**src/verilog/udc_pkg.sv**
```systemverilog
package udc_pkg;

  // ----------------------------------------------------------------
  // Command codes
  // ----------------------------------------------------------------
  localparam logic [7:0] UDC_CMD_SETUP_WR = 8'hF0;
  localparam logic [7:0] UDC_CMD_SETUP_RD = 8'hF1;
  localparam logic [7:0] UDC_CMD_COUNT_WR = 8'hF2;
  localparam logic [7:0] UDC_CMD_COUNT_RD = 8'hF3;
  localparam logic [7:0] UDC_CMD_FUNC_WR  = 8'hB2;
  localparam logic [7:0] UDC_CMD_FUNC_RD  = 8'hB3;

  // ----------------------------------------------------------------
  // Field positions and reset values
  // ----------------------------------------------------------------
  localparam int          UDC_CNT_TERM_BIT   = 15;
  localparam int          UDC_SHORT_BIT      = 14;
  localparam int          UDC_EP_LSB         = 4;
  localparam int          UDC_GO_BIT         = 3;
  localparam int          UDC_BURST_LSB      = 0;
  localparam int          UDC_GLOBAL_EN_BIT  = 15;
  localparam logic [15:0] UDC_SETUP_MASK     = 16'hC0FB;
  localparam logic [15:0] UDC_FUNC_MASK      = 16'h9FFF;
  localparam logic [15:0] UDC_SETUP_RESET    = 16'h0000;
  localparam logic [15:0] UDC_COUNT_RESET    = 16'h0000;
  localparam logic [15:0] UDC_FUNC_RESET     = 16'h0000;

  // Byte phase of a two-byte access
  typedef enum logic [1:0] {UDC_IDLE, UDC_LOW, UDC_HIGH} udc_phase_t;

  // Burst length in bytes for a burst code
  function automatic logic [4:0] udc_burst_bytes(input logic [1:0] code);
    unique case (code)
      2'h0: udc_burst_bytes = 5'h01;
      2'h1: udc_burst_bytes = 5'h04;
      2'h2: udc_burst_bytes = 5'h08;
      2'h3: udc_burst_bytes = 5'h10;
    endcase
  endfunction : udc_burst_bytes

endpackage : udc_pkg

```
**src/verilog/udc_dma_cfg.sv**
```systemverilog
`timescale 1ns/1ns
`default_nettype none
module udc_dma_cfg
(
  // Clock and reset
  input  wire logic       mclk_i,
  input  wire logic       reset_i,
  // Command interface: command strobe, data write strobe, data read strobe
  input  wire logic       cmd_wr_i,
  input  wire logic       data_wr_i,
  input  wire logic       data_rd_i,
  input  wire logic [7:0] wdata_i,
  output logic      [7:0] rdata_o,
  // USB side events
  input  wire logic       bus_reset_i,
  input  wire logic       byte_moved_i,
  input  wire logic       short_packet_i,
  input  wire logic       ep_is_out_i,
  // DMA controls
  output logic            dma_global_enable_o,
  output logic            transfer_go_o,
  output logic      [3:0] dma_endpoint_index_o,
  output logic      [4:0] burst_bytes_o,
  output logic            end_of_transfer_o
);

  // ----------------------------------------------------------------
  // Command decode and byte sequencing
  // ----------------------------------------------------------------
  logic [7:0]        cmd_q, cmd_d;
  udc_pkg::udc_phase_t ph_q, ph_d;
  logic [7:0]        lo_q, lo_d;
  logic [7:0]        rdata_q, rdata_d;
  logic [15:0]       setup_q, setup_d;
  logic [15:0]       count_q, count_d;
  logic [15:0]       work_q, work_d;
  logic [15:0]       func_q, func_d;
  logic              eot_q, eot_d;
  logic [15:0]       setup_rd;
  logic [15:0]       rd_word;
  logic              wr_done;
  logic [15:0]       wr_word;
  logic              go;
  logic              en_rise;

  // Setup readback masked to its defined bits, start bit taken as stored in setup_q
  always_comb
  begin
    setup_rd = setup_q & udc_pkg::UDC_SETUP_MASK;
    go = setup_q[udc_pkg::UDC_GO_BIT];
    unique case (cmd_q)
      udc_pkg::UDC_CMD_SETUP_RD: rd_word = setup_rd;
      udc_pkg::UDC_CMD_COUNT_RD: rd_word = work_q;
      udc_pkg::UDC_CMD_FUNC_RD:  rd_word = func_q;
      default:                   rd_word = 16'h0000;
    endcase
  end

  // Phase and data byte handling, low byte first
  always_comb
  begin
    cmd_d   = cmd_q;
    ph_d    = ph_q;
    lo_d    = lo_q;
    rdata_d = rdata_q;
    wr_done = 1'b0;
    wr_word = {wdata_i, lo_q};
    if (cmd_wr_i)
    begin
      cmd_d = wdata_i;
      ph_d  = udc_pkg::UDC_LOW;
    end
    else if (data_wr_i || data_rd_i)
    begin
      unique case (ph_q)
        udc_pkg::UDC_LOW:
        begin
          lo_d    = wdata_i;
          rdata_d = rd_word[7:0];
          ph_d    = udc_pkg::UDC_HIGH;
        end
        udc_pkg::UDC_HIGH:
        begin
          wr_done = data_wr_i;
          rdata_d = rd_word[15:8];
          ph_d    = udc_pkg::UDC_IDLE;
        end
        default: ph_d = udc_pkg::UDC_IDLE;
      endcase
    end
  end

  // ----------------------------------------------------------------
  // Registers and counter
  // ----------------------------------------------------------------
  always_comb
  begin
    setup_d = setup_q;
    count_d = count_q;
    func_d  = func_q;
    work_d  = work_q;
    eot_d   = 1'b0;
    en_rise = 1'b0;
    if (wr_done && cmd_q == udc_pkg::UDC_CMD_SETUP_WR)
      setup_d = wr_word & udc_pkg::UDC_SETUP_MASK;
    if (wr_done && cmd_q == udc_pkg::UDC_CMD_COUNT_WR)
      count_d = wr_word;
    if (wr_done && cmd_q == udc_pkg::UDC_CMD_FUNC_WR)
    begin
      func_d  = wr_word & udc_pkg::UDC_FUNC_MASK;
      en_rise = wr_word[udc_pkg::UDC_GLOBAL_EN_BIT];
    end
    // Working counter: reload on enable, else count moved bytes
    if (en_rise)
      work_d = count_d;
    else if (go && byte_moved_i && work_q != 16'h0000)
      work_d = work_q - 16'h0001;
    // End of transfer: counter expiry or short OUT packet
    if (go && setup_q[udc_pkg::UDC_CNT_TERM_BIT] && byte_moved_i && work_q == 16'h0001)
      eot_d = 1'b1;
    if (go && setup_q[udc_pkg::UDC_SHORT_BIT] && short_packet_i && ep_is_out_i)
      eot_d = 1'b1;
    if (eot_d)
      setup_d[udc_pkg::UDC_GO_BIT] = 1'b0;
    // Bus reset: enable, start bit and end of transfer drop, count kept
    if (bus_reset_i)
    begin
      func_d[udc_pkg::UDC_GLOBAL_EN_BIT] = 1'b0;
      setup_d[udc_pkg::UDC_GO_BIT]       = 1'b0;
      eot_d                              = 1'b0;
    end
  end

  // State registers
  always_ff @(posedge mclk_i or posedge reset_i)
  begin
    if (reset_i)
    begin
      cmd_q   <= 8'h00;
      ph_q    <= udc_pkg::UDC_IDLE;
      lo_q    <= 8'h00;
      rdata_q <= 8'h00;
      setup_q <= udc_pkg::UDC_SETUP_RESET;
      count_q <= udc_pkg::UDC_COUNT_RESET;
      work_q  <= udc_pkg::UDC_COUNT_RESET;
      func_q  <= udc_pkg::UDC_FUNC_RESET;
      eot_q   <= 1'b0;
    end
    else
    begin
      cmd_q   <= cmd_d;
      ph_q    <= ph_d;
      lo_q    <= lo_d;
      rdata_q <= rdata_d;
      setup_q <= setup_d;
      count_q <= count_d;
      work_q  <= work_d;
      func_q  <= func_d;
      eot_q   <= eot_d;
    end
  end

  // ----------------------------------------------------------------
  // Outputs from flip-flops
  // ----------------------------------------------------------------
  logic [4:0] burst_q;

  // Burst size decoded into a register
  always_ff @(posedge mclk_i or posedge reset_i)
  begin
    if (reset_i)
      burst_q <= 5'h01;
    else
      burst_q <= udc_pkg::udc_burst_bytes(setup_d[1:0]);
  end

  assign rdata_o              = rdata_q;
  assign dma_global_enable_o  = func_q[udc_pkg::UDC_GLOBAL_EN_BIT];
  assign transfer_go_o        = setup_q[udc_pkg::UDC_GO_BIT];
  assign dma_endpoint_index_o = setup_q[7:4];
  assign burst_bytes_o        = burst_q;
  assign end_of_transfer_o    = eot_q;

endmodule : udc_dma_cfg
`default_nettype wire

```
**config.mk**
```make
export PLATFORM = sky130hd
export DESIGN_NAME = udc_dma_cfg
export DESIGN_NICKNAME = d
export VERILOG_FILES = /design/src/verilog/udc_pkg.sv /design/src/verilog/udc_dma_cfg.sv
export SDC_FILE = /design/constraint.sdc
export NUM_CORES = 1
export LEC_CHECK = 0
export BUFFER_PORTS_ARGS = -buffer_cell sky130_fd_sc_hd__clkbuf_2
export CORE_ASPECT_RATIO = 0.6
export CORE_MARGIN = 2
export CORE_UTILIZATION = 54
export DETAILED_ROUTE_END_ITERATION = 16
export PLACE_DENSITY_LB_ADDON = 0.08
export SLEW_MARGIN = 10
export SYNTH_ARGS = -nofsm -noshare
export SYNTH_HDL_FRONTEND = slang
export SYNTH_SLANG_ARGS = --single-unit
```
**constraint.sdc**
```tcl
create_clock -name mclk_i -period 2.89 [get_ports mclk_i]
set_input_delay 0.578 -clock mclk_i [delete_from_list [all_inputs] [get_ports mclk_i]]
set_output_delay 0.578 -clock mclk_i [all_outputs]
set_load 0.01 [all_outputs]
```
==> results of run 1 <==
==> where the power goes <==
group | switching [W] | internal, W | total, W
clock | 0.000452 | 0.000778 | 0.00123
combinational | 0.0000958 | 0.0000741 | 0.000170
sequential | 0.0000671 | 0.00125 | 0.00131
total | 0.000615 | 0.00210 | 0.00271
==> flip-flops by register name, indices dropped and copies added, names as in the netlist <==
register,flops
count_q,16
work_q,16
func_q,14
setup_q,9
cmd_q,8
lo_q,8
rdata_o,8
burst_bytes_o,4
ph_q,2
end_of_transfer_o,1
==> final cells by class <==
class | count | area (µm²) | share of cell area (%)
Timing Repair Buffer | 42 | 240 | 4.85
Tap cell | 108 | 135 | 2.73
Clock inverter | 4 | 70.1 | 1.42
Clock buffer | 12 | 246 | 4.98
Sequential cell | 86 | 2150 | 43.5
Inverter | 8 | 31.3 | 0.632
Multi-Input combinational cell | 280 | 2070 | 41.9
==> per-layer routing <==
| metal | share of wire, % | track usage, % | vias to the layer above |
|---|---|---|---|
| li1 | - | - | 1479 |
| met1 | 49 | 37.6 | 1574 |
| met2 | 43 | 36.4 | 105 |
| met3 | 6.8 | 6.75 | 7 |
| met4 | 0.64 | 6.07 | 0 |
| met5 | 0 | 0 | - |
==> worst max-delay path: cells and delay by family, from the launching register on <==
family / cells / cell delay (ns)
adder cells (fa/ha/maj): 1 / 0.28
AND/OR/NAND/NOR: 2 / 0.78
flip-flops: 1 / 0.38
buffers and inverters: 1 / 0.05
AO/OA/AOI/OAI: 2 / 0.52
==> synth_stat cells, types with 5 or more instances <==
cell and number:
o21ai_0 13, nor3_1 9, nand3_1 10, buf_2 11, xor2_1 10, inv_1 8, mux2i_1 7, a21oi_2 29
buf_4 7, a21oi_1 7, dfrtp_1 85, nand2_1 67, clkbuf_1 6, a221o_1 5, mux2_2 41, nor2_1 10
==> final timing paths <==
| kind | start | slack (ns) | end |
|---|---|---|---|
| hold / removal | reset_i | 0.11 | count_q[8] |
| setup / recovery | ph_q[0] | 0.75 | rdata_o[6] |
| setup reg to reg | ph_q[0] | 0.75 | rdata_o[6] |
| hold reg to reg | count_q[13] | 0.48 | count_q[13] |
| max in group asynchronous | reset_i | 2.10 | burst_bytes_o[0] |
| min in group mclk_i | bus_reset_i | 0.43 | func_q[15] |
==> through the flow <==
stage	cells	worst slack (ns)
6_report	540	0.755
5_1_grt	540	0.651
4_1_cts	540	0.761
3_5_place_dp	524	0.564
3_3_place_gp	524	0.571
2_1_floorplan	401	0.0918
==> cell usage in the layout, fill, tap and decap left out, types with 3 or more instances in the layout <==
cell type and instances:
dfrtp_1 85, nand2_1 67, mux2_2 41, clkbuf_2 35
a21oi_2 29, o21ai_0 13, nor2_1 10, nand3_1 10
xor2_1 10, nor3_1 9, clkbuf_16 9, mux2i_1 7
a21oi_1 7, inv_1 7, buf_4 6, a221o_1 5
nand4_1 4, o31ai_1 4, a32o_1 4, xnor2_1 4
ha_1 4, and3_1 3, nor2b_1 3, nand2b_1 3
nand3b_1 3, clkinv_2 3
==> logic make-up (layout without fill, tap and decap cells) <==
| family | count (synthesis) | count (layout) | share of synthesized area, % |
|---|---|---|---|
| AOI/OAI and AO/OA | 70 | 70 | 12.4 |
| and+or+nand+nor | 140 | 140 | 17.5 |
| DFF | 86 | 86 | 48.7 |
| xor gates and xnor gates | 14 | 14 | 2.77 |
| buffers and inverters | 35 | 66 | 4.39 |
| adders and majority gates | 4 | 4 | 1.13 |
| other | 1 | 1 | 0.0848 |
| muxes | 51 | 51 | 13.0 |
==> summary.txt, run 1 <==
Crit start category: flip-flop
Die ar.: 8950 µm²
Synth Instances: 401
Worst-skew pair later-pin latency: 0.34 ns
Post-DP HPWL: 7340 µm
Core ar.: 7910 µm²
PwrDens: 548 nW/µm²
Number of synthesized flops with an enable pin: 0
DR vias/cell: 5.86
Fill cells: 666
Fmax: 468 MHz
TritonCTS Buffers: 9
Initial antenna violation count: 0
WP data required: 3.11 ns
PortBufs: 35
Synthesized area per cell: 11.0 µm²
Nets: 448
First-pass GRT wire length: 16500 µm
Area growth, synth to finish: 12.0%
Sequential share of the synthesized area: 48.7%
Post-synth top area share: 48.1%
WP data arrival: 2.36 ns
Final ANT Viol Nets: 0
Slowest stage cell, crit path: or3_1
Root Buffer: clkbuf_16
Worst r2r path cells: 6
Primary FF master, synth: dfrtp_1
Die H: 74.1 µm
Share of cells above drive strength 1: 32.9%
Synthesized area: 4420 µm²
Drt wl/cell: 18.9 µm
Vias: 3165
Type of the worst setup path: flip-flop to flip-flop
Fin util: 62.6%
CTS tree: built
Setup violations, final: 0
Max-slew headroom: 50.3%
H-tree Lvls: 3
Crit. End Element: flip-flop
Worst Max-Slew Pin Slew: 0.740 ns
Pin count of the biggest net entering global routing: 79
Lkg Pwr: 2.33 nW
Worst VDD drop: 0.381 mV
Initial core utilization: 55.9%
Total power: 0.00271 W
Boundary pin count: 37
Vias in the first global route: 2978
Cts hold-fix bufs: 0
Yosys top cell by area: dfrtp_1
Setup bufs post-CTS: 0
Worst path max stage delay: 0.57 ns
Library cells used by synthesis: 58
Slew Limit Fails: 0
WL final: 10200 µm
Fin Setup TNS: 0 ns
Status: finished, final reports clean
Worst Skew: 0.00331 ns
Clk pin slew, worst setup/hold paths: 0.06 ns
Worst hold path class: input pin to async pin
DRT iter0 DRCs: 383
Min cycle time layout: 2.14 ns
CTS max path bufs: 2
DP Area: 4630 µm²
Fraction of registers with async set/reset: 100%
Yosys Warn Count: 0
Max-Cap Viols: 0
Clk sinks: 86
Design area: 4950 µm²
Row count: 25
CTS-repair resized insts: 0
GRT Residual Overflow: 0
Final Wtd Congestion: 0.908
Syn_nets: 422
Tcrit/Tclk final: 73.9%
DIE WIDTH: 121 µm
# diodes: 0
Hold Vio Cnt, Final: 0
Hold slack: 0.108 ns
Area contributors post-synth: dfrtp_1 (48%), mux2_2 (10%), a21oi_2 (5.7%), nand2_1 (5.7%), xor2_1 (2.0%)
RSZ-0062 raised after global routing: no
DR pass1 iterations: 4
Residual DRC: 0
Gr usage total: 25.1%
Yosys reg bits: 86
CP max FO: 14
Worst-path cell chain: inv_1 -> ha_1 -> or3_1 -> nor2_1 -> o21ai_0 -> a2111oi_2
(Power assumes the default switching activity.)
==> run 2, diff against run 1 <==
--- a/config.mk
+++ b/config.mk
@@ -8,7 +8,7 @@
 export BUFFER_PORTS_ARGS = -buffer_cell sky130_fd_sc_hd__clkbuf_2
 export CORE_ASPECT_RATIO = 0.6
 export CORE_MARGIN = 2
-export CORE_UTILIZATION = 54
+export CORE_UTILIZATION = 60
 export DETAILED_ROUTE_END_ITERATION = 16
 export PLACE_DENSITY_LB_ADDON = 0.08
 export SLEW_MARGIN = 10
==> constraint.sdc (replaced) <==
create_clock -name mclk_i -period 2.11 [get_ports mclk_i]
set_input_delay 0.422 -clock mclk_i [delete_from_list [all_inputs] [get_ports mclk_i]]
set_output_delay 0.422 -clock mclk_i [all_outputs]
set_load 0.01 [all_outputs]
==> run 2 against run 1 <==
Die area is 9.6% lower. Power increased by 43%. Critical path type unchanged. Design area increased by 3.3%. Non-clock buffer count up 11. Global-route usage up 4.1 points. Critical endpoint is now work_q[15]. Sequential power increased by 37%.
==> summary.txt, run 2 (synthesis results as in run 1) <==
Status: finished, final reports clean
Area growth, synth to finish: 15.7%
Vias in the first global route: 3213
Worst-skew pair later-pin latency: 0.34 ns
Drt wl/cell: 20.1 µm
Worst Max-Slew Pin Slew: 0.524 ns
Slew Limit Fails: 0
DR pass1 iterations: 4
PwrDens: 758 nW/µm²
Post-DP HPWL: 7650 µm
Crit. End Element: flip-flop
Worst Skew: 0.00649 ns
Initial antenna violation count: 0
TritonCTS Buffers: 9
Fill cells: 540
PortBufs: 35
Hold slack: 0.163 ns
Max-slew headroom: 65.0%
Final ANT Viol Nets: 0
Slowest stage cell, crit path: or4_1
GRT Residual Overflow: 0
Reg2reg start: ph_q[0]
WP data arrival: 2.21 ns
WP data required: 2.32 ns
CTS max path bufs: 2
DIE WIDTH: 115 µm
Worst path buffer plus inverter count: 2
Pre-CTS WS: 0.147 ns
Clk sinks: 86
Vias: 3239
Setup violations, final: 0
Final Wtd Congestion: 0.957
Cts hold-fix bufs: 0
Most frequent cells in the layout: dfrtp_1 (85), nand2_1 (67), mux2_2 (41)
Worst r2r path cells: 7
Fmax: 501 MHz
DRT iter0 DRCs: 241
Top flop regs: count_q: 16 flops, work_q: 16 flops, func_q: 14 flops
Residual DRC: 0
Nets: 459
DR vias/cell: 6.07
Die ar.: 8090 µm²
CP max FO: 33
Die H: 70.5 µm
Worst R2R End: work_q[15]
# diodes: 0
Worst-path cell chain: inv_1 -> ha_1 -> nand4_4 -> or4_1 -> buf_12 -> nor3_1 -> a21oi_1
H-tree Lvls: 3
Lkg Pwr: 2.43 nW
Worst hold path class: input pin to async pin
Hold Vio Cnt, Final: 0
Critical path endpoint: work_q[15]
Clk pin slew, worst setup/hold paths: 0.06 ns
Slack of the critical path: 0.116 ns
Worst VDD drop: 0.606 mV
CTS tree: built
Crit start category: flip-flop
Type of the worst setup path: flip-flop to flip-flop
Initial core utilization: 61.4%
Worst path max stage delay: 0.55 ns
Pin count of the biggest net entering global routing: 41
Stages on worst setup path: 7
Gr usage total: 29.2%
Critical path startpoint: ph_q[0]
Core ar.: 7210 µm²
Max-Cap Viols: 0
Row count: 24
Min cycle time layout: 1.99 ns
WL final: 10700 µm
Top delay family on crit path: simple AND/OR/NAND/NOR gates
Worst reg-to-reg setup slack: 0.12 ns
First-pass GRT wire length: 17500 µm
Share of cells above drive strength 1: 35.4%
Commonest non-fill, non-tap cell in the layout: dfrtp_1
Boundary pin count: 37
Root Buffer: clkbuf_16
Tcrit/Tclk final: 94.5%
==> run 2: cell type report <==
| cell class | instances | area [µm²] | share of cell area [%] |
|---|---|---|---|
| sequential | 86 | 2150 | 42.1 |
| inverter | 8 | 33.8 | 0.660 |
| multi-input combinational | 280 | 2090 | 40.9 |
| clock buffer | 10 | 239 | 4.67 |
| clock inverter | 6 | 109 | 2.13 |
| timing repair buffer | 53 | 373 | 7.29 |
| tap | 91 | 114 | 2.23 |
==> run 2: how the worst min path moves through the flow <==
stage	depth (start not counted)	end	slack [ns]
3_5_place_dp	2	count_q[14]	0.46
4_1_cts	3	func_q[2]	0.16
2_1_floorplan	2	count_q[13]	0.44
3_3_place_gp	2	count_q[14]	0.46
6_report	3	func_q[2]	0.16
5_1_grt	3	work_q[4]	0.16
==> run 2: repair_timing <==
item	4_1_cts	5_1_grt
setup endpoints to repair	0	2
gates resized for setup	0	3
setup buffers	0	0
==> run 2: worst reg2reg max path, delay by kind of cell (launching register included) <==
kind,cells,cell delay (ns)
and+or+nand+nor,3,0.88
DFF,1,0.40
buffers and inverters,2,0.29
adders and majority gates,1,0.24
AOI/OAI and AO/OA,1,0.07
==> run 2: per-layer routing <==
metal	global-route usage (%)	vias up	share of wire, %
met5	0	-	0
met4	7.63	0	1.0
met3	9.81	11	7.6
met2	42.5	109	45
met1	42.1	1624	46
li1	-	1495	-
==> run 2: per-stage QoR <==
stage | power [W] | setup TNS, ns | instances | util (%) | cell area (µm²)
after global placement | 0.00207 | 0 | 518 | 65.9 | 4750
after floorplan | 0.00196 | 0 | 401 | - | 4430
final | 0.00388 | 0 | 534 | 71.0 | 5120
after global routing | 0.00403 | -0.0296 | 534 | 71.0 | 5120
after CTS | 0.00391 | 0 | 534 | 70.7 | 5100
after detailed placement | 0.00208 | 0 | 518 | 65.9 | 4750
==> run 2: where the power goes <==
part | switching [W] | internal, W | total (W)
combinational | 0.000147 | 0.000121 | 0.000268
sequential | 0.0000850 | 0.00171 | 0.00179
clock | 0.000633 | 0.00119 | 0.00182
==> run 3, diff against run 2 <==
--- a/config.mk
+++ b/config.mk
@@ -6,7 +6,6 @@
 export NUM_CORES = 1
 export LEC_CHECK = 0
 export BUFFER_PORTS_ARGS = -buffer_cell sky130_fd_sc_hd__clkbuf_2
-export CORE_ASPECT_RATIO = 0.6
 export CORE_MARGIN = 2
 export CORE_UTILIZATION = 60
 export DETAILED_ROUTE_END_ITERATION = 16
==> run 3 against run 2 <==
Die area down 0.28%. Clock skew up 0.0027 ns. Design area down 3.4%. Fmax up 2.2%. Worst setup slack better by 0.044 ns. Global-route usage down 2.5 points. Sequential power about the same. Utilization down 2.1 points. Non-clock buffer count down 4. First-iteration DRC count down 2.1%. Clock-buffer cell count up 1. Wire length down 7.6%. Highest routed layer unchanged.
==> summary.txt, run 3 (synthesis results as in run 1) <==
Fin Setup TNS: 0 ns
Gr usage total: 26.7%
Post-DP HPWL: 7360 µm
H-tree Lvls: 3
Worst R2R End: func_q[7]
DRT iter0 DRCs: 236
Worst Skew: 0.00917 ns
Top flop regs: count_q: 16 flops, work_q: 16 flops, func_q: 14 flops
Most frequent cells in the layout: dfrtp_1 (85), nand2_1 (67), mux2_2 (41)
Min cycle time layout: 1.95 ns
WP data arrival: 2.19 ns
TritonCTS Buffers: 9
Cts hold-fix bufs: 0
RSZ-0062 raised after global routing: no
Setup violations, final: 0
Type of the worst setup path: flip-flop to flip-flop
Register area: 2150 µm²
Commonest non-fill, non-tap cell in the layout: dfrtp_1
Worst Max-Slew Pin Slew: 0.603 ns
Worst hold path class: input pin to async pin
Row count: 31
Nets: 455
Drt wl/cell: 18.4 µm
Critical path endpoint: func_q[7]
Status: finished, final reports clean
Crit. End Element: flip-flop
WP data required: 2.35 ns
GRT Residual Overflow: 0
Crit start category: flip-flop
WL final: 9920 µm
Max-slew headroom: 59.7%
Vias: 3146
PwrDens: 674 nW/µm²
Reg2reg start: ph_q[0]
Residual DRC: 0
Area growth, synth to finish: 11.8%
Final ANT Viol Nets: 0
Share of cells above drive strength 1: 34.4%
Total power: 0.00333 W
Clk sinks: 86
First-pass GRT wire length: 16800 µm
Root Buffer: clkbuf_8
Initial core utilization: 61.6%
Worst r2r path cells: 6
Critical path startpoint: ph_q[0]
DIE WIDTH: 89.8 µm
Boundary pin count: 37
Pin count of the biggest net entering global routing: 34
# diodes: 0
Vias in the first global route: 3212
Lkg Pwr: 2.33 nW
Max-Cap Viols: 0
DR vias/cell: 5.85
Hold Vio Cnt, Final: 0
CTS max path bufs: 2
Worst reg-to-reg setup slack: 0.16 ns
Hold slack: 0.121 ns
Core ar.: 7180 µm²
CP max FO: 14
Initial antenna violation count: 0
Worst-skew pair later-pin latency: 0.36 ns
Multi-input logic area: 2080 µm²
Die H: 89.8 µm
Fmax: 513 MHz
Worst VDD drop: 0.440 mV
PortBufs: 35
Die ar.: 8070 µm²
Final Wtd Congestion: 0.887
Clk pin slew, worst setup/hold paths: 0.08 ns
Slew Limit Fails: 0
Fill cells: 546
DR pass1 iterations: 4
CTS tree: built
Tcrit/Tclk final: 92.5%
## run 3: cell type report
cell class	instances	area share, %
sequential	86	43.5
multi-input combinational	280	42.1
timing repair buffer	49	6.68
clock buffer	11	2.86
tap	99	2.51
clock inverter	5	1.64
inverter	8	0.683
## run 3: repair_timing
| item | CTS | global route |
|---|---|---|
| buffers inserted | 0 | 1 |
| setup endpoints to repair | 0 | 1 |
| gates resized for setup | 0 | 1 |
## run 3: power breakdown
group          switching, W  leakage, nW  total [W]  internal (W)
Combinational      0.000133         1.07   0.000244      0.000111
Clock              0.000586        0.110    0.00129      0.000702
Sequential        0.0000978         1.15    0.00180       0.00170
## run 3: through the flow
stage                     cells  cell area [µm²]  worst slack, ns  utilization (%)
final                       538             4940            0.159             68.9
after global routing        538             4940           0.0275             68.9
after CTS                   537             4930           0.0944             68.7
after detailed placement    521             4710            0.113             65.6
after global placement      521             4710            0.131             65.6
after floorplan             401             4430            0.172                -
## run 3: worst min path at each step
stage / from / end / slack [ns] / cells after the start
6_report: reset_i / count_q[5] / 0.12 / 2
5_1_grt: reset_i / count_q[2] / 0.17 / 2
4_1_cts: reset_i / count_q[10] / 0.13 / 2
3_5_place_dp: count_q[13] / count_q[13] / 0.47 / 2
3_3_place_gp: count_q[14] / count_q[14] / 0.46 / 2
2_1_floorplan: count_q[13] / count_q[13] / 0.44 / 2
## run 3: per-layer routing
metal	up-vias	wire [µm]	GRT usage, %
met5	-	0	0
met4	0	293	11.0
met3	21	457	3.27
met2	89	4730	43.6
met1	1556	4440	36.6
li1	1480	-	-
## run 3: worst max-delay path: stages, from the launching register on
cell	delay, ns
dfrtp_1	0.40
inv_1	0.06
ha_1	0.22
and2_0	0.14
and4_1	0.23
nand3b_2	0.34
mux2_1	0.43
